$ cat src/core/usb_ep_pkg.sv
/*
 * constants for the endpoint management block: register offsets, field positions,
 * reset values and the transfer type enumeration.
 * assumes a 12-bit byte address on the register port and 32-bit register words.
 */
//
// Summary of operation
// - endpoint reset holds FIFO and its registers, keeping reserve, banks, size, direction, type.
// - endpoint reset clears FIFO state but keeps toggle; toggle reset request restores it.
// - endpoint under reset stays enabled with its configuration active.
// - software ends endpoint reset by writing zero; bus reset also clears it.
// - disabled endpoint is inactive, ignores requests, registers reset, configuration kept.
// - frame CRC error flag updates with every frame and micro-frame strobe; bus reset clears it.
// - 11-bit frame number captured from every frame start, even corrupted; bus reset clears.
// - 3-bit micro-frame number captured, cleared at full frame start and bus reset.
// - transactions code 01, 10, 11 means one, two, three; 00 for incapable endpoints.
// - transactions field writable only on high-bandwidth capable endpoints, else reads zero.
// - type field decodes control, isochronous, bulk, interrupt; bus reset clears it.
// - automatic bank switch bit enables switching; bus reset clears it.
// - direction one means IN, zero OUT; IN invalid on control; bus reset clears.
// - bank size code doubles per step from 8 to 512 bytes; 111 undefined.
// - bank count code gives one, two or three banks; 11 reserved.
// - writing reserve one reserves FIFO memory, zero frees it; software checks config valid.
// - bus reset clears size, banks and reserve on every endpoint except endpoint 0.
// - reserve write one updates config valid: set only if banks and size fit.
// - toggle sequence defaults to 01 so the next packet uses Data0.
package usb_ep_pkg;
    // ************************************************************
    // register byte offsets
    // ************************************************************
    localparam logic [11:0] ENABLE_RESET_OFS = 12'h01c;
    localparam logic [11:0] FRAME_NUMBER_OFS = 12'h020;
    localparam logic [11:0] CONFIG_BASE = 12'h100;
    localparam logic [11:0] STATUS_BASE = 12'h130;
    localparam int MAX_EP = 8;
    // ************************************************************
    // field positions
    // ************************************************************
    localparam int ENABLE_LSB = 0;
    localparam int SOFT_RESET_LSB = 16;
    localparam int CFG_RESERVE = 1;
    localparam int CFG_BANKS_LSB = 2;
    localparam int CFG_SIZE_LSB = 4;
    localparam int CFG_DIR = 8;
    localparam int CFG_AUTO_BANK_SWITCH = 9;
    localparam int CFG_TYPE_LSB = 11;
    localparam int CFG_TRANS_LSB = 13;
    localparam int ST_COUNT_LSB = 20;
    localparam int ST_CONFIG_VALID = 18;
    localparam int ST_CONTROL_DIRECTION = 17;
    localparam int ST_ACCESS_PERMITTED = 16;
    localparam int ST_BANK_LSB = 14;
    localparam int ST_BUSY_LSB = 12;
    localparam int ST_ERR = 10;
    localparam int ST_TOGGLE_LSB = 8;
    localparam int FR_CRC = 15;
    localparam int FR_NUM_LSB = 3;
    localparam int FR_MICRO_LSB = 0;
    // ************************************************************
    // reset values and codes
    // ************************************************************
    localparam logic [31:0] CONFIG_RESET = 32'h00000000;
    localparam logic [31:0] STATUS_RESET = 32'h00000100;
    localparam logic [31:0] FRAME_RESET = 32'h00000000;
    localparam logic [1:0] TOGGLE_DEFAULT = 2'h1;
    localparam logic [1:0] TRANS_RESET = 2'h0;
    localparam logic [1:0] BANKS_RESERVED = 2'h3;
    localparam logic [2:0] SIZE_UNDEFINED = 3'h7;
    localparam logic [15:0] BASE_BANK_BYTES = 16'h0008;
    typedef enum logic [1:0] {XFER_CONTROL, XFER_ISO, XFER_BULK, XFER_INTERRUPT} transfer_e;
endpackage : usb_ep_pkg

$ cat src/core/usb_ep_config.sv
/*
 * endpoint enable and reset, per-endpoint configuration, status view and
 * frame number tracking for a high-speed usb device controller.
 * assumes a FIFO engine that supplies status fields and honours epActive
 * and epFifoReset, and a packet decoder that gives frame strobes.
 */
`timescale 1ns/1ns
module usb_ep_config
    import usb_ep_pkg::*;
#(
    parameter int NUM_EP = 8,
    parameter logic [NUM_EP-1:0] HB_ISO_CAPABLE = {NUM_EP{1'b1}},
    parameter logic [2*NUM_EP-1:0] EP_MAX_BANKS = {NUM_EP{2'h2}},
    parameter logic [3*NUM_EP-1:0] EP_MAX_SIZE = {NUM_EP{3'h6}},
    parameter logic [19:0] FIFO_BYTES = 20'h01000
)
(
    // clock and reset
    input wire logic ref_clk,
    input wire logic rst_b,
    // register port
    input wire logic [11:0] regAddr,
    input wire logic [31:0] regWdata,
    input wire logic regWrite,
    input wire logic regRead,
    output logic [31:0] regRdata,
    // usb bus events
    input wire logic busReset,
    input wire logic sofStrobe,
    input wire logic msofStrobe,
    input wire logic [10:0] frameIn,
    input wire logic [2:0] microIn,
    input wire logic pidCrcBad,
    output logic sofEvent,
    output logic msofEvent,
    // endpoint control towards the FIFO engine
    output logic [NUM_EP-1:0] epActive,
    output logic [NUM_EP-1:0] epFifoReset,
    output logic [2*NUM_EP-1:0] epTransferType,
    output logic [NUM_EP-1:0] epDirIn,
    output logic [NUM_EP-1:0] epAutoSwitch,
    output logic [2*NUM_EP-1:0] epBankCount,
    output logic [3*NUM_EP-1:0] epBankSize,
    output logic [NUM_EP-1:0] epMemReserve,
    output logic [2*NUM_EP-1:0] epTransactions,
    output logic [NUM_EP-1:0] epConfigValid,
    output logic [2*NUM_EP-1:0] epToggle,
    // status from the FIFO engine
    input wire logic [11*NUM_EP-1:0] fifoByteCount,
    input wire logic [NUM_EP-1:0] fifoCtrlDir,
    input wire logic [NUM_EP-1:0] fifoRwAll,
    input wire logic [2*NUM_EP-1:0] fifoCurBank,
    input wire logic [2*NUM_EP-1:0] fifoBusyBanks,
    input wire logic [NUM_EP-1:0] fifoTransErr,
    input wire logic [8*NUM_EP-1:0] fifoEvents,
    input wire logic [NUM_EP-1:0] toggleLoad,
    input wire logic [2*NUM_EP-1:0] toggleIn,
    input wire logic [NUM_EP-1:0] toggleResetReq
);
    localparam logic [11:0] SPAN = 12'(4 * NUM_EP);

    generate
        if (NUM_EP < 1 || NUM_EP > MAX_EP) begin : g_bad_count
            $error("endpoint count must be 1 to 8");
        end
        if (FIFO_BYTES == 20'h00000) begin : g_bad_fifo
            $error("fifo size must be nonzero");
        end
    endgenerate

    // ************************************************************
    // decode helpers
    // ************************************************************
    function automatic logic slotHit(input logic [11:0] addr, input logic [11:0] base);
        logic [11:0] ofs;
        ofs = addr - base;
        slotHit = (addr >= base) && (ofs < SPAN) && (ofs[1:0] == 2'h0);
    endfunction : slotHit

    function automatic logic [2:0] slotIndex(input logic [11:0] addr, input logic [11:0] base);
        logic [11:0] ofs;
        ofs = addr - base;
        slotIndex = ofs[4:2];
    endfunction : slotIndex

    function automatic logic [15:0] bankBytes(input logic [2:0] size, input logic [1:0] banks);
        bankBytes = (BASE_BANK_BYTES << size) * (16'({14'h0000, banks}) + 16'h0001);
    endfunction : bankBytes

    logic cfgHit, statusHit;
    logic [2:0] cfgIdx, statusIdx;
    logic cfgWrite;

    assign cfgHit = slotHit(regAddr, CONFIG_BASE);
    assign cfgIdx = slotIndex(regAddr, CONFIG_BASE);
    assign statusHit = slotHit(regAddr, STATUS_BASE);
    assign statusIdx = slotIndex(regAddr, STATUS_BASE);
    assign cfgWrite = regWrite && cfgHit;

    // ************************************************************
    // enable and soft reset register
    // ************************************************************
    logic [NUM_EP-1:0] epEnable, next_epEnable;
    logic [NUM_EP-1:0] epSoftReset, next_epSoftReset;
    logic [NUM_EP-1:0] epHeld;

    always_comb begin
        next_epEnable = epEnable;
        next_epSoftReset = epSoftReset;
        if (regWrite && regAddr == ENABLE_RESET_OFS) begin
            next_epEnable = regWdata[ENABLE_LSB +: NUM_EP];
            next_epSoftReset = regWdata[SOFT_RESET_LSB +: NUM_EP];
        end
        if (busReset) begin
            next_epSoftReset = '0;
        end
    end

    always_ff @(posedge ref_clk) begin
        if (!rst_b) begin
            epEnable <= '0;
            epSoftReset <= '0;
        end else begin
            epEnable <= next_epEnable;
            epSoftReset <= next_epSoftReset;
        end
    end

    assign epHeld = epSoftReset | ~epEnable;
    assign epFifoReset = epHeld;
    assign epActive = epEnable;

    // ************************************************************
    // configuration registers
    // ************************************************************
    logic [1:0] xferType [NUM_EP];
    logic [1:0] next_xferType [NUM_EP];
    logic dirIn [NUM_EP];
    logic next_dirIn [NUM_EP];
    logic auto_bank_switch [NUM_EP];
    logic next_auto_bank_switch [NUM_EP];
    logic [1:0] banks [NUM_EP];
    logic [1:0] next_banks [NUM_EP];
    logic [2:0] bankSize [NUM_EP];
    logic [2:0] next_bankSize [NUM_EP];
    logic memReserve [NUM_EP];
    logic next_memReserve [NUM_EP];
    logic [1:0] trans [NUM_EP];
    logic [1:0] next_trans [NUM_EP];
    logic config_valid [NUM_EP];
    logic next_config_valid [NUM_EP];
    logic fits;

    always_comb begin
        logic [19:0] used;
        logic [1:0] wBanks;
        logic [2:0] wSize;
        used = 20'h00000;
        wBanks = regWdata[CFG_BANKS_LSB +: 2];
        wSize = regWdata[CFG_SIZE_LSB +: 3];
        for (int j = 0; j < NUM_EP; j++) begin
            if (memReserve[j] && 3'(j) != cfgIdx) begin
                used = used + {4'h0, bankBytes(bankSize[j], banks[j])};
            end
        end
        // banks and size within limits and memory
        fits = (wBanks != BANKS_RESERVED) && (wSize != SIZE_UNDEFINED)
            && (wBanks <= EP_MAX_BANKS[2*cfgIdx +: 2])
            && (wSize <= EP_MAX_SIZE[3*cfgIdx +: 3])
            && (used + {4'h0, bankBytes(wSize, wBanks)} <= FIFO_BYTES);
    end

    always_comb begin
        for (int i = 0; i < NUM_EP; i++) begin
            next_xferType[i] = xferType[i];
            next_dirIn[i] = dirIn[i];
            next_auto_bank_switch[i] = auto_bank_switch[i];
            next_banks[i] = banks[i];
            next_bankSize[i] = bankSize[i];
            next_memReserve[i] = memReserve[i];
            next_trans[i] = trans[i];
            next_config_valid[i] = config_valid[i];
            if (cfgWrite && cfgIdx == 3'(i)) begin
                next_xferType[i] = regWdata[CFG_TYPE_LSB +: 2];
                next_dirIn[i] = regWdata[CFG_DIR];
                next_auto_bank_switch[i] = regWdata[CFG_AUTO_BANK_SWITCH];
                next_banks[i] = regWdata[CFG_BANKS_LSB +: 2];
                next_bankSize[i] = regWdata[CFG_SIZE_LSB +: 3];
                next_memReserve[i] = regWdata[CFG_RESERVE];
                next_config_valid[i] = regWdata[CFG_RESERVE] && fits;
                if (HB_ISO_CAPABLE[i]) begin
                    next_trans[i] = regWdata[CFG_TRANS_LSB +: 2];
                end
            end
            if (epHeld[i]) begin
                next_auto_bank_switch[i] = 1'b0;
                next_trans[i] = TRANS_RESET;
            end
            if (busReset) begin
                next_xferType[i] = XFER_CONTROL;
                next_auto_bank_switch[i] = 1'b0;
                next_dirIn[i] = 1'b0;
                if (i != 0) begin
                    next_banks[i] = 2'h0;
                    next_bankSize[i] = 3'h0;
                    next_memReserve[i] = 1'b0;
                    next_config_valid[i] = 1'b0;
                end
            end
        end
    end

    always_ff @(posedge ref_clk) begin
        for (int i = 0; i < NUM_EP; i++) begin
            if (!rst_b) begin
                xferType[i] <= XFER_CONTROL;
                dirIn[i] <= 1'b0;
                auto_bank_switch[i] <= 1'b0;
                banks[i] <= 2'h0;
                bankSize[i] <= 3'h0;
                memReserve[i] <= 1'b0;
                trans[i] <= TRANS_RESET;
                config_valid[i] <= 1'b0;
            end else begin
                xferType[i] <= next_xferType[i];
                dirIn[i] <= next_dirIn[i];
                auto_bank_switch[i] <= next_auto_bank_switch[i];
                banks[i] <= next_banks[i];
                bankSize[i] <= next_bankSize[i];
                memReserve[i] <= next_memReserve[i];
                trans[i] <= next_trans[i];
                config_valid[i] <= next_config_valid[i];
            end
        end
    end

    // ************************************************************
    // data toggle
    // ************************************************************
    logic [1:0] toggle [NUM_EP];
    logic [1:0] next_toggle [NUM_EP];

    always_comb begin
        for (int i = 0; i < NUM_EP; i++) begin
            next_toggle[i] = toggle[i];
            if (toggleLoad[i] && !epHeld[i]) begin
                next_toggle[i] = toggleIn[2*i +: 2];
            end
            if (toggleResetReq[i] || !epEnable[i]) begin
                next_toggle[i] = TOGGLE_DEFAULT;
            end
        end
    end

    always_ff @(posedge ref_clk) begin
        for (int i = 0; i < NUM_EP; i++) begin
            if (!rst_b) begin
                toggle[i] <= TOGGLE_DEFAULT;
            end else begin
                toggle[i] <= next_toggle[i];
            end
        end
    end

    // ************************************************************
    // flattened outputs
    // ************************************************************
    genvar g;
    generate
        for (g = 0; g < NUM_EP; g++) begin : g_out
            assign epTransferType[2*g +: 2] = xferType[g];
            assign epDirIn[g] = dirIn[g] && (xferType[g] != XFER_CONTROL);
            assign epAutoSwitch[g] = auto_bank_switch[g];
            assign epBankCount[2*g +: 2] = banks[g];
            assign epBankSize[3*g +: 3] = bankSize[g];
            assign epMemReserve[g] = memReserve[g];
            assign epTransactions[2*g +: 2] = trans[g];
            assign epConfigValid[g] = config_valid[g];
            assign epToggle[2*g +: 2] = toggle[g];
        end
    endgenerate

    // ************************************************************
    // frame tracker
    // ************************************************************
    logic [31:0] frameWord;

    usb_frame_tracker u_frame (
        .ref_clk(ref_clk),
        .rst_b(rst_b),
        .busReset(busReset),
        .sofStrobe(sofStrobe),
        .msofStrobe(msofStrobe),
        .frameIn(frameIn),
        .microIn(microIn),
        .pidCrcBad(pidCrcBad),
        .frameWord(frameWord),
        .sofEvent(sofEvent),
        .msofEvent(msofEvent)
    );

    // ************************************************************
    // read data
    // ************************************************************
    logic [31:0] next_regRdata;

    always_comb begin
        logic [31:0] cfgWord;
        logic [31:0] stWord;
        int s;
        s = int'(statusIdx);
        cfgWord = CONFIG_RESET;
        stWord = STATUS_RESET;
        next_regRdata = 32'h00000000;
        if (int'(cfgIdx) < NUM_EP) begin
            cfgWord[CFG_TYPE_LSB +: 2] = xferType[cfgIdx];
            cfgWord[CFG_DIR] = dirIn[cfgIdx];
            cfgWord[CFG_AUTO_BANK_SWITCH] = auto_bank_switch[cfgIdx];
            cfgWord[CFG_BANKS_LSB +: 2] = banks[cfgIdx];
            cfgWord[CFG_SIZE_LSB +: 3] = bankSize[cfgIdx];
            cfgWord[CFG_RESERVE] = memReserve[cfgIdx];
            cfgWord[CFG_TRANS_LSB +: 2] = trans[cfgIdx];
        end
        if (s < NUM_EP) begin
            stWord[ST_CONFIG_VALID] = config_valid[s];
            stWord[ST_TOGGLE_LSB +: 2] = toggle[s];
            // FIFO fields read reset while held
            if (!epHeld[s]) begin
                stWord[ST_COUNT_LSB +: 11] = fifoByteCount[11*s +: 11];
                stWord[ST_CONTROL_DIRECTION] = fifoCtrlDir[s];
                stWord[ST_ACCESS_PERMITTED] = fifoRwAll[s];
                stWord[ST_BANK_LSB +: 2] = fifoCurBank[2*s +: 2];
                stWord[ST_BUSY_LSB +: 2] = fifoBusyBanks[2*s +: 2];
                stWord[ST_ERR] = fifoTransErr[s];
                stWord[7:0] = fifoEvents[8*s +: 8];
            end
        end
        if (regRead) begin
            if (regAddr == ENABLE_RESET_OFS) begin
                next_regRdata[ENABLE_LSB +: NUM_EP] = epEnable;
                next_regRdata[SOFT_RESET_LSB +: NUM_EP] = epSoftReset;
            end else if (regAddr == FRAME_NUMBER_OFS) begin
                next_regRdata = frameWord;
            end else if (cfgHit) begin
                next_regRdata = cfgWord;
            end else if (statusHit) begin
                next_regRdata = stWord;
            end
        end
    end

    always_ff @(posedge ref_clk) begin
        if (!rst_b) begin
            regRdata <= 32'h00000000;
        end else begin
            regRdata <= next_regRdata;
        end
    end
endmodule : usb_ep_config

$ cat src/core/usb_frame_tracker.sv
/*
 * frame and micro-frame number tracker with the frame CRC error flag.
 * assumes one-cycle strobes from the packet decoder, never both in one cycle.
 */
`timescale 1ns/1ns
module usb_frame_tracker
    import usb_ep_pkg::*;
(
    // clock and reset
    input wire logic ref_clk,
    input wire logic rst_b,
    // packet decoder
    input wire logic busReset,
    input wire logic sofStrobe,
    input wire logic msofStrobe,
    input wire logic [10:0] frameIn,
    input wire logic [2:0] microIn,
    input wire logic pidCrcBad,
    // results
    output logic [31:0] frameWord,
    output logic sofEvent,
    output logic msofEvent
);
    logic crcErr, next_crcErr;
    logic [10:0] frameNum, next_frameNum;
    logic [2:0] microNum, next_microNum;
    logic next_sofEvent, next_msofEvent;

    always_comb begin
        next_crcErr = crcErr;
        next_frameNum = frameNum;
        next_microNum = microNum;
        next_sofEvent = 1'b0;
        next_msofEvent = 1'b0;
        if (busReset) begin
            next_crcErr = 1'b0;
            next_frameNum = 11'h000;
            next_microNum = 3'h0;
        end else if (sofStrobe) begin
            next_crcErr = pidCrcBad;
            next_sofEvent = 1'b1;
            next_frameNum = frameIn;
            next_microNum = 3'h0;
        end else if (msofStrobe) begin
            next_crcErr = pidCrcBad;
            next_msofEvent = 1'b1;
            next_microNum = microIn;
        end
    end

    always_ff @(posedge ref_clk) begin
        if (!rst_b) begin
            crcErr <= 1'b0;
            frameNum <= 11'h000;
            microNum <= 3'h0;
            sofEvent <= 1'b0;
            msofEvent <= 1'b0;
        end else begin
            crcErr <= next_crcErr;
            frameNum <= next_frameNum;
            microNum <= next_microNum;
            sofEvent <= next_sofEvent;
            msofEvent <= next_msofEvent;
        end
    end

    always_comb begin
        frameWord = FRAME_RESET;
        frameWord[FR_CRC] = crcErr;
        frameWord[FR_NUM_LSB +: 11] = frameNum;
        frameWord[FR_MICRO_LSB +: 3] = microNum;
    end
endmodule : usb_frame_tracker

$ cat config.mk
export PLATFORM = sky130hd
export DESIGN_NAME = usb_ep_config
export DESIGN_NICKNAME = d
export VERILOG_FILES = /design/src/core/usb_ep_pkg.sv /design/src/core/usb_ep_config.sv /design/src/core/usb_frame_tracker.sv
export SDC_FILE = /design/constraint.sdc
export NUM_CORES = 1
export LEC_CHECK = 0
export BUFFER_PORTS_ARGS = -buffer_cell sky130_fd_sc_hd__buf_2
export CAP_MARGIN = 20
export CORE_MARGIN = 4
export CORE_UTILIZATION = 30
export CTS_CLUSTER_SIZE = 25
export DETAILED_ROUTE_END_ITERATION = 8
export PLACE_DENSITY = 0.56
export SYNTH_ARGS = -nofsm -noshare
export SYNTH_HDL_FRONTEND = slang
export SYNTH_SLANG_ARGS = --single-unit
$ cat constraint.sdc
create_clock -name ref_clk -period 12.5 [get_ports ref_clk]
set_input_delay 1.875 -clock ref_clk [delete_from_list [all_inputs] [get_ports ref_clk]]
set_output_delay 1.875 -clock ref_clk [all_outputs]
set_load 0.005 [all_outputs]
Yosys cells after proc, flatten, opt, wreduce, memory -nomap -nowiden
Memory sizes are Yosys's and may differ from the RTL's.
Cells that the tools add are included.
{"block": "op_classes", "mux": 251, "add_sub_neg": 19, "multipliers": 11, "div_mod_pow": 0, "n_bitwise": 77, "n_reduce_logical": 87, "n_eq_ne": 18, "shifts": 15, "order_cmp": 8}
{"cell": "2-bit 2-to-1 mux", "n": 95}
{"cell": "20-bit by 16-bit adder with 20-bit output", "n": 8}
{"cell": "16-bit by 3-bit multiplier with 16-bit output", "n": 9}
{"cell": "4-bit by 3-bit << shifter with 16-bit output (first input constant)", "n": 9}
{"cell": "20-bit 2-to-1 mux", "n": 7}
{"cell": "1-bit 2-to-1 mux", "n": 113}
{"cell": "88-bit by 8-bit variable part select with 11-bit output", "n": 1}
{"cell": "24-bit 2-to-1 mux", "n": 3}
{"cell": "1-bit bitwise OR", "n": 72}
{"cell": "3-bit 2-to-1 mux", "n": 23}
{"cell": "64-bit by 7-bit variable part select with 8-bit output", "n": 1}
{"cell": "1-bit logical AND", "n": 43}
{"cell": "16-bit by 5-bit variable part select with 2-bit output", "n": 2}
{"cell": "2-bit by 1-bit adder with 3-bit output (second input constant)", "n": 9}
{"cell": "12-bit by 9-bit >= comparator with 1-bit output (second input constant)", "n": 2}
{"cell": "12-bit by 6-bit less-than comparator with 1-bit output (second input constant)", "n": 2}
{"cell": "8-bit 2-to-1 mux", "n": 3}
{"cell": "24-bit by 6-bit variable part select with 3-bit output (first input constant)", "n": 1}
{"cell": "12-bit by 9-bit subtractor with 12-bit output (second input constant)", "n": 2}
{"cell": "20-bit by 13-bit <= comparator with 1-bit output (second input constant)", "n": 1}
{"cell": "2-bit nonzero test", "n": 9}
{"cell": "1-bit zero test", "n": 16}
{"cell": "16-bit 2-to-1 mux", "n": 1}
{"cell": "16-bit by 5-bit variable part select with 2-bit output (first input constant)", "n": 1}
{"cell": "31 further kinds", "n": 53}
{"block": "totals", "register_bits": 65, "mem_bits_ro": 0, "latchBits": 0, "n_memories": 9, "ram_bits": 120, "out_inout_bits": 170}
{"memory": "bankSize", "words": 8, "word_bits": 3, "read_ports": 9, "rd_ports_with_merged_regs": 0, "wr": 8, "line": "usb_ep_config.sv:144", "source": "logic [2:0] bankSize [NUM_EP];"}
{"memory": "banks", "words": 8, "word_bits": 2, "read_ports": 9, "rd_ports_with_merged_regs": 0, "wr": 8, "line": "usb_ep_config.sv:142", "source": "logic [1:0] banks [NUM_EP];"}
{"memory": "toggle", "words": 8, "word_bits": 2, "read_ports": 9, "rd_ports_with_merged_regs": 0, "wr": 8, "line": "usb_ep_config.sv:240", "source": "logic [1:0] toggle [NUM_EP];"}
{"memory": "trans", "words": 8, "word_bits": 2, "read_ports": 9, "rd_ports_with_merged_regs": 0, "wr": 8, "line": "usb_ep_config.sv:148", "source": "logic [1:0] trans [NUM_EP];"}
{"memory": "xferType", "words": 8, "word_bits": 2, "read_ports": 9, "rd_ports_with_merged_regs": 0, "wr": 8, "line": "usb_ep_config.sv:136", "source": "logic [1:0] xferType [NUM_EP];"}
{"memory": "auto_bank_switch", "words": 8, "word_bits": 1, "read_ports": 9, "rd_ports_with_merged_regs": 0, "wr": 8, "line": "usb_ep_config.sv:140", "source": "logic auto_bank_switch [NUM_EP];"}
{"memory": "3 more memories"}

Logic depth before layout (Yosys ltp)
Gate-level depths: netlist of run 1.
{"block": "depth", "ltp_word": 25, "mapped_depth": 59, "mapped_depth_nobuf": 59}

Modules after synthesis
From an unflattened synthesis of run 1, not the netlist that was laid out.
{"block": "hier_totals", "cells_unflattened": 2553, "hier_area_um2": 20284.5}
{"mod": "usb_ep_config", "instances": 1, "area_per_inst_um2": 19535.0, "cells_per_inst": 2477, "seq_area_each_um2": 3403.3}
{"mod": "usb_frame_tracker", "instances": 1, "area_per_inst_um2": 749.5, "cells_per_inst": 76, "seq_area_each_um2": 340.3}

Worst setup path after synthesis of run 1
OpenSTA, ideal clock, no wires.
{"block": "synth_path", "path_kind": "input-to-reg", "start": "in regAddr[4]", "end": "mem config_valid[1]", "arrival_ps": 11710, "slack_ps": 705, "path_buffers": 1, "setup_time_ps": 85, "required_time_ps": 12415, "path_stages": 45, "cell_sequence": "buf_6 > o31ai_1 > nor3b_1 > ha_1 > inv_1 > fa_1 > o21ai_0 > ha_1 > a21o_1 > a21oi_1 > o21bai_1 > a21oi_1 > o21bai_1 > a21oi_1 > maj3_2 > maj3_2 > xnor2_1 > a21oi_1 > (+9 left out) > mux2_2 > inv_1 > ha_1 > or3_1 > a21oi_1 > a21oi_1 > ha_1 > nor2b_1 > o31ai_1 > ha_1 > xnor2_1 > mux2_2 > ha_1 > or4b_2 > a311oi_1 > nor3b_2 > o221ai_4 > o31ai_2"}
{"element": "start: declaration", "line": "usb_ep_config.sv:22", "source": "input wire logic [11:0] regAddr,"}
{"element": "end: declaration", "line": "usb_ep_config.sv:150", "source": "logic config_valid [NUM_EP];"}

==> results of run 1 <==
-- synthesized netlist by cell type (7+ instances only) --
cell type / instances
buf_1: 22
a222oi_1: 10
mux4_2: 84
buf_4: 28
dfxtp_1: 180
fa_1: 71
mux2i_1: 47
o21ai_0: 76
a21boi_0: 17
o31a_1: 7
a21o_1: 27
nor2b_1: 44
a21oi_1: 221
and2_1: 16
nor2_1: 232
a211oi_1: 10
nor3_1: 94
or3_1: 8
and3_1: 9
o31ai_1: 8
xnor2_1: 95
nand2_1: 453
nand2b_1: 62
o21bai_1: 55
mux2_2: 13
ha_1: 185
buf_6: 7
nand3_1: 48
o21a_1: 28
clkbuf_1: 88
nor4_1: 12
inv_1: 110
o211ai_1: 7
xor2_1: 23
-- power by group --
group	leakage (nW)	switching, mW	internal [mW]
clock	0.285	0.266	0.301
sequential	1.50	0.00207	0.590
combinational	9.38	0.125	0.105
total	11.2	0.392	0.996
-- registers in the layout, summed over array words and instances, names as in the netlist --
signal and cells:
config_valid 8, u_frame.crcErr 1, regRdata 31, trans 16
u_frame.msofEvent 1, epSoftReset 8, auto_bank_switch 8, xferType 16
toggle 16, u_frame.sofEvent 1, epActive 8, u_frame.frameNum 11
dirIn 8, memReserve 8, banks 16, bankSize 24
u_frame.microNum 3
-- what timing repair did --
item | in CTS | in global routing
resized for setup | 0 | 18
endpoints found under the hold margin | 0 | 0
setup buffers | 0 | 1
setup endpoints to repair | 0 | 8
-- cells by family (layout without fill, tap and decap cells) --
group / after synthesis / after routing / synth area share, %
XOR/XNOR: 121 / 121 / 5.40
adder cells (fa/ha/maj): 260 / 260 / 18.6
AND/OR/NAND/NOR: 1023 / 1023 / 22.7
other: 1 / 10 / 0.0184
flip-flops: 184 / 184 / 18.3
multiplexers: 144 / 144 / 12.3
buffers and inverters: 264 / 706 / 5.87
AO/OA/AOI/OAI: 532 / 532 / 16.8
-- worst max-delay path, delay by kind of cell (launching register included) --
kind                     cells  cell delay, ns
AO/OA/AOI/OAI               13            2.92
multiplexers                 2            0.55
AND/OR/NAND/NOR             11            3.32
buffers and inverters        4            0.30
flip-flops                   1            0.32
XOR/XNOR                     5            0.76
adder cells (fa/ha/maj)     12            3.60
-- path summary, 6_finish.rpt --
check                         startpoint  cells past startpoint                          end  slack, ns
max reg2reg     banks[0][0]$_SDFFE_PN0P_                     47      config_valid[7]$_DFF_P_       0.65
max             banks[0][0]$_SDFFE_PN0P_                     47      config_valid[7]$_DFF_P_       0.65
min          u_frame.crcErr$_SDFFE_PP0P_                      2  u_frame.crcErr$_SDFFE_PP0P_       0.47
min reg2reg  u_frame.crcErr$_SDFFE_PP0P_                      2  u_frame.crcErr$_SDFFE_PP0P_       0.47
-- layout make-up --
| class | instances | area [um2] | share of cell area [%] |
|---|---|---|---|
| multi-input combinational | 2081 | 15500 | 63.4 |
| sequential | 184 | 3730 | 15.2 |
| timing repair buffer | 565 | 3110 | 12.7 |
| tap | 873 | 1090 | 4.47 |
| clock buffer | 21 | 482 | 1.97 |
| inverter | 110 | 413 | 1.69 |
| clock inverter | 10 | 106 | 0.435 |
| antenna | 9 | 22.5 | 0.0921 |
-- metrics by stage --
step	worst slack [ns]	hold slack, ns	util (%)
final	0.651	0.469	36.4
after global routing	0.00470	0.489	36.4
after CTS	0.322	0.463	36.3
after detailed placement	0.00106	0.453	35.4
after global placement	0.129	0.455	35.4
after floorplan	0.705	0.432	-
-- metal layers --
metal	wire [um]	part of all wire, %	track usage, %	up-vias
met1	36700	45	30.5	9584
li1	-	-	-	9711
met5	55	0.068	0	-
met2	34300	42	30.6	736
met4	1060	1.3	3.55	10
met3	8680	11	7.25	68
==> flow_metrics.env, run 1 <==
export IMPL_final_cell_mix="buf_2, nand2_1, nor2_1"
export IMPL_powerDensity_nw_per_um2=56.8
export IMPL_fmax_mhz=84.4
export IMPL_vdd_drop_max_uv=55.7
export IMPL_cts_tree="built"
export IMPL_fin_area_um2=24500
export IMPL_fp_dieW_um=268
export IMPL_drv_cap=0
export IMPL_cpPeakStageDelay_ns=0.64
export IMPL_cp_data_arrival_time_ns=12.21
export IMPL_synth_area_leaders="dfxtp_1, ha_1, mux4_2"
export IMPL_dp_cells=3811
export IMPL_p_leak_nw=11.2
export IMPL_synth_ff_type="dfxtp_1"
export IMPL_fin_skew_ns=0.0136
export IMPL_syn_inst=2529
export IMPL_htree_levels=4
export IMPL_grt_pass1_vias=18500
export IMPL_final_common_cell="buf_2"
export IMPL_cts_hold_buffers_added=0
export IMPL_period_needed_ns=11.85
export IMPL_antenna_found_initial=10
export IMPL_fin_crit_sh_pct=94.8
export IMPL_totalWireLength_um=80700
export IMPL_dp_hpwl_um=66200
export IMPL_grt_ovfl_total=0
export IMPL_synth_largest_area_cell="dfxtp_1"
export IMPL_async_reset_ff_share_pct=0
export IMPL_synth_top_area_share_pct=17.7
export IMPL_yosysSeqAreaShare_pct=18.3
export IMPL_drt_initial_drc_count=1863
export IMPL_row_count=95
export IMPL_tightest_slew_ns=1.21
export IMPL_wl_per_cell_um=21.0
export IMPL_syn_num_nets=3091
export IMPL_gp_congestion=0.877
export IMPL_drive_above_1_share_pct=25.5
export IMPL_ys_types=97
export IMPL_fp_dieArea_um2=72100
export IMPL_clockRootBuffer="clkbuf_16"
export IMPL_rsz0062_at_grt="no"
export IMPL_synth_seq_cells=184
export IMPL_cp_end_kind="flip-flop"
export IMPL_crit_required_ns=12.86
export IMPL_cts_buffers=17
export IMPL_power_mw=1.39
export IMPL_area_delta_synth_final_pct=20.1
export IMPL_syn_area_per_cell_um2=8.05
export IMPL_clk_pin_slew_ns=0.08
export IMPL_crit_slowest_cell="or4b_2"
export IMPL_cp_common_cell="ha_1"
export IMPL_setup_viol=0
export IMPL_cp_max_fo=7
export IMPL_start_kind="flip-flop"
export IMPL_ant_nets=0
export IMPL_finalNonFillerCells=3853
export IMPL_status="finished clean"
export IMPL_min_path_type="reg2reg"
export IMPL_nFillCells=7075
export IMPL_cts_sinks=184
export IMPL_final_nets=3521
export IMPL_routed_via_count=20100
export IMPL_criticalPathCategory="reg2reg"
export IMPL_core_area_um2=67200
export IMPL_start_util_pct=30.3
export IMPL_ioPinCount=476
export IMPL_drc_errors=0
export IMPL_clock_latency_ns=0.46
export IMPL_syn_cell_area_um2=20400
export IMPL_hold_viol=0
export IMPL_grt_usage_pct=21.0
export IMPL_relSlewSlack_pct=19.3
export IMPL_cts_buffer_depth=2
export IMPL_maxSlewViolCount=0
export IMPL_place_area_um2=23800
export IMPL_die_h_um=268
export IMPL_ys_warn_count=0
export IMPL_grt_pass1_wl_um=115000
export IMPL_grt_start_max_net_pins=53
export IMPL_port_buffers=464
export IMPL_synth_edff_count=4
export IMPL_fin_tns_setup_ns=0
export IMPL_first_pass_iters=5
export IMPL_via_per_inst=5.22
Power figures use the tool's default switching activity.
==> run 2, diff against run 1 <==
Settings changed: CORE_UTILIZATION 30 to 51, PLACE_DENSITY 0.56 to 0.84.
==> flow_metrics.env, run 2 (synthesis gave the netlist of run 1 again) <==
export IMPL_status="finished clean"
export IMPL_drc_errors=0
export IMPL_fp_dieArea_um2=43200
export IMPL_powerDensity_nw_per_um2=58.3
export IMPL_grt_start_max_net_pins=84
export IMPL_p_leak_nw=10.9
export IMPL_drive_above_1_share_pct=24.6
export IMPL_via_per_inst=6.11
export IMPL_antenna_found_initial=4
export IMPL_fin_crit_sh_pct=96.7
export IMPL_dp_cells=3402
export IMPL_wl_per_cell_um=22.8
export IMPL_maxSlewViolCount=0
export IMPL_die_h_um=208
export IMPL_cpPeakStageDelay_ns=0.68
export IMPL_cts_hold_buffers_added=0
export IMPL_postLayoutCoreUtil_pct=60.7
export IMPL_min_path_type="reg2reg"
export IMPL_largest_reg_flops=31
export IMPL_final_cell_mix="buf_2, nand2_1, nor2_1"
export IMPL_routed_via_count=21000
export IMPL_drv_cap=0
export IMPL_tightest_slew_ns=1.06
export IMPL_finalNonFillerCells=3445
export IMPL_grt_pass1_vias=20300
export IMPL_start_util_pct=52.2
export IMPL_area_delta_synth_final_pct=16.4
export IMPL_setup_ws_ns=0.408
export IMPL_core_area_um2=39000
export IMPL_gp_congestion=1.12
export IMPL_fin_skew_ns=0.0108
export IMPL_grt_ovfl_total=0
export IMPL_fmax_mhz=82.7
export IMPL_first_pass_iters=5
export IMPL_ant_nets=0
export IMPL_cts_tree="built"
export IMPL_cts_sinks=184
export IMPL_fin_area_um2=23700
export IMPL_crit_slowest_cell="or4b_2"
export IMPL_clockRootBuffer="clkbuf_16"
export IMPL_cts_buffer_depth=2
export IMPL_place_area_um2=22900
export IMPL_pre_cts_ws_ns=-0.123
export IMPL_start_kind="flip-flop"
export IMPL_crit_required_ns=12.85
export IMPL_cp_max_fo=7
export IMPL_final_nets=3472
export IMPL_clk_pin_slew_ns=0.08
export IMPL_drt_initial_drc_count=2147
export IMPL_hold_viol=0
export IMPL_largest_register="regRdata"
export IMPL_dp_hpwl_um=64400
export IMPL_grt_usage_pct=34.5
export IMPL_htree_levels=4
export IMPL_reg_top3="regRdata (31), bankSize (24)"
export IMPL_port_buffers=464
export IMPL_relSlewSlack_pct=29.1
export IMPL_fin_hold_ws_ns=0.480
export IMPL_row_count=72
export IMPL_period_needed_ns=12.09
export IMPL_criticalPathCategory="reg2reg"
export IMPL_cp_data_arrival_time_ns=12.44
export IMPL_cts_buffers=17
export IMPL_setup_viol=0
export IMPL_vdd_drop_max_uv=87.8
export IMPL_fp_dieW_um=208
export IMPL_final_common_cell="buf_2"
export IMPL_totalWireLength_um=78400
export IMPL_grt_pass1_wl_um=118000
export IMPL_ioPinCount=476
export IMPL_cp_common_cell="ha_1"
export IMPL_clock_latency_ns=0.45
export IMPL_cp_end_kind="flip-flop"
==> run 2: cell count changes in the layout (fill, tap and decap cells not counted), sizes merged <==
cell	before	now
diode	9	4
clkinvlp	2	0
buf	565	515
clkinv	1	7
clkbuf	21	19
==> run 2: final timing paths <==
path	from	endpoint	slack, ns	cells after the start
worst max-delay path	banks[0][0]$_SDFFE_PN0P_	config_valid[5]$_DFF_P_	0.41	47
worst max register to register	banks[0][0]$_SDFFE_PN0P_	config_valid[5]$_DFF_P_	0.41	47
worst min register to register	u_frame.crcErr$_SDFFE_PP0P_	u_frame.crcErr$_SDFFE_PP0P_	0.48	2
worst min-delay path	u_frame.crcErr$_SDFFE_PP0P_	u_frame.crcErr$_SDFFE_PP0P_	0.48	2
==> run 2: critical path, delay by kind of cell (launching register included) <==
kind                     cells  cell delay [ns]
buffers and inverters        4             0.30
multiplexers                 2             0.59
flip-flops                   1             0.32
AND/OR/NAND/NOR             11             3.34
adder cells (fa/ha/maj)     12             3.69
AO/OA/AOI/OAI               13             2.99
XOR/XNOR                     5             0.75
==> run 2: routing by layer <==
metal	track usage [%]	share of wire, %	wire [um]
met1	46.2	40	31400
met3	9.26	12	9130
met2	55.0	45	35400
met5	0	0.026	20
met4	10.0	3.2	2550
==> run 2: area by class of cell <==
type	instances	area [um2]
clock buffer	18	429
tap	518	648
inverter	110	413
clock inverter	14	159
sequential	184	3730
fill	3434	15300
timing repair buffer	516	2730
multi-input combinational	2081	15600
antenna	4	10.0
==> run 2: repair_timing <==
action                                  in CTS  in global routing
gates resized for setup                      0                 36
endpoints found under the setup margin       0                  8
buffers inserted                             0                  5
==> run 2: through the flow <==
stage          power (mW)  setup TNS (ns)
2_1_floorplan       0.737               0
3_3_place_gp        0.827               0
3_5_place_dp        0.833          -0.658
4_1_cts              1.37               0
5_1_grt              1.41          -0.361
6_report             1.38               0
==> run 2: power breakdown <==
group	internal (mW)	switching (mW)	leakage (nW)
logic	0.104	0.131	9.12
clock network	0.284	0.269	0.288
registers	0.590	0.00275	1.50
==> run 3, diff against run 2 <==
Settings changed: CORE_UTILIZATION 51 to 56, PLACE_DENSITY 0.84 to 0.88, SKIP_LAST_GASP set to 1.
Clock period 12.5 ns to 12.1 ns, I/O delays scaled along.
==> flow_metrics.env, run 3 (synthesis gave the netlist of run 1 again) <==
export IMPL_final_common_cell="buf_2"
export IMPL_fin_area_um2=24100
export IMPL_cp_max_fo=7
export IMPL_fin_tns_setup_ns=0
export IMPL_routed_via_count=21600
export IMPL_cpPeakStageDelay_ns=0.64
export IMPL_period_needed_ns=11.74
export IMPL_largest_reg_flops=31
export IMPL_fin_skew_ns=0.0112
export IMPL_drc_errors=0
export IMPL_p_leak_nw=11.1
export IMPL_cp_end_kind="flip-flop"
export IMPL_via_per_inst=6.28
export IMPL_grt_start_max_net_pins=97
export IMPL_row_count=69
export IMPL_status="finished clean"
export IMPL_fp_dieW_um=199
export IMPL_fin_crit_sh_pct=97.0
export IMPL_grt_pass1_vias=21000
export IMPL_cts_hold_buffers_added=0
export IMPL_wl_per_cell_um=23.5
export IMPL_core_area_um2=35700
export IMPL_nFillCells=2827
export IMPL_setup_viol=0
export IMPL_cp_common_cell="ha_1"
export IMPL_clockRootBuffer="clkbuf_16"
export IMPL_cts_buffers=17
export IMPL_fp_dieArea_um2=39500
export IMPL_tightest_slew_ns=1.22
export IMPL_start_kind="flip-flop"
export IMPL_cts_buffer_depth=2
export IMPL_clk_pin_slew_ns=0.07
export IMPL_port_buffers=464
export IMPL_fmax_mhz=85.2
export IMPL_fin_hold_ws_ns=0.473
export IMPL_die_h_um=199
export IMPL_first_pass_iters=9
export IMPL_largest_register="regRdata"
export IMPL_clock_latency_ns=0.45
export IMPL_power_mw=1.41
export IMPL_powerDensity_nw_per_um2=58.4
export IMPL_cts_sinks=184
export IMPL_final_cell_mix="buf_2, nand2_1, nor2_1"
export IMPL_htree_levels=4
export IMPL_drive_above_1_share_pct=26.5
export IMPL_maxSlewViolCount=0
export IMPL_drv_cap=0
export IMPL_grt_pass1_wl_um=119000
export IMPL_setup_ws_ns=0.360
export IMPL_area_delta_synth_final_pct=18.2
export IMPL_reg_top3="regRdata (31), bankSize (24)"
export IMPL_criticalPathCategory="reg2reg"
export IMPL_ioPinCount=476
export IMPL_finalNonFillerCells=3445
export IMPL_crit_required_ns=12.45
export IMPL_grt_ovfl_total=0
export IMPL_min_path_type="reg2reg"
export IMPL_dp_cells=3386
export IMPL_crit_slowest_cell="or4b_2"
export IMPL_drt_initial_drc_count=2661
export IMPL_dp_hpwl_um=65000
export IMPL_start_util_pct=56.9
export IMPL_antenna_found_initial=19
export IMPL_final_nets=3518
export IMPL_ant_nets=0
export IMPL_totalWireLength_um=80800
export IMPL_hold_viol=0
export IMPL_relSlewSlack_pct=18.3
export IMPL_gp_congestion=1.01
export IMPL_postLayoutCoreUtil_pct=67.3
export IMPL_vdd_drop_max_uv=119
export IMPL_place_area_um2=23100
export IMPL_cp_data_arrival_time_ns=12.09
export IMPL_cts_tree="built"
export IMPL_grt_usage_pct=39.0
export IMPL_pre_cts_ws_ns=-0.378
run 3: changes by cell type in the layout (fill, tap and decap cells not counted), sizes merged:
| cell | change |
|---|---|
| buf | +47 |
| diode | +13 |
| inv | -6 |
| clkbuf | +3 |
| clkinv | -1 |
| clkinvlp | +1 |
run 3: path summary, 6_finish.rpt:
path | from | to | slack [ns] | cells after the start
max | bankSize[1][0]$_SDFFE_PP0P_ | config_valid[7]$_DFF_P_ | 0.36 | 51
min | u_frame.crcErr$_SDFFE_PP0P_ | u_frame.crcErr$_SDFFE_PP0P_ | 0.47 | 2
max reg2reg | bankSize[1][0]$_SDFFE_PP0P_ | config_valid[7]$_DFF_P_ | 0.36 | 51
min reg2reg | u_frame.crcErr$_SDFFE_PP0P_ | u_frame.crcErr$_SDFFE_PP0P_ | 0.47 | 2
run 3: report_power, final:
| group | internal [mW] | switching (mW) | total (mW) |
|---|---|---|---|
| sequential | 0.610 | 0.00237 | 0.612 |
| clock | 0.303 | 0.242 | 0.545 |
| combinational | 0.109 | 0.139 | 0.249 |
run 3: what timing repair did:
item                                    CTS  global route
pin swaps                                 0            17
gates resized for setup                   6            60
buffers inserted                          0            11
endpoints found under the setup margin    7             8
gates cloned                              0             0
run 3: layout make-up:
| class | count | area (um2) | area share (%) |
|---|---|---|---|
| clock inverters | 8 | 71.3 | 0.296 |
| clock buffers | 22 | 485 | 2.02 |
| multi-input cells | 2081 | 15700 | 65.2 |
| diodes | 17 | 42.5 | 0.177 |
| well taps | 461 | 577 | 2.40 |
| inverters | 110 | 413 | 1.72 |
| repair buffers | 562 | 3070 | 12.8 |
| flip-flops and latches | 184 | 3730 | 15.5 |
run 3: per-layer routing:
| layer | global-route usage, % | share of wire [%] | up-vias |
|---|---|---|---|
| met5 | 5.80 | 0.36 | - |
| met4 | 24.5 | 7.2 | 14 |
| met3 | 19.0 | 15 | 309 |
| met2 | 57.0 | 43 | 1503 |
| met1 | 45.5 | 35 | 10100 |
| li1 | - | - | 9699 |
run 3: critical path: cells and delay by family, from the launching register on:
kind	cells	cell delay (ns)
fa+ha+maj	13	4.01
xor+xnor	7	1.12
buf+inv	7	0.52
simple gates	9	2.47
compound gates	13	2.40
flops	1	0.50
mux	2	0.56
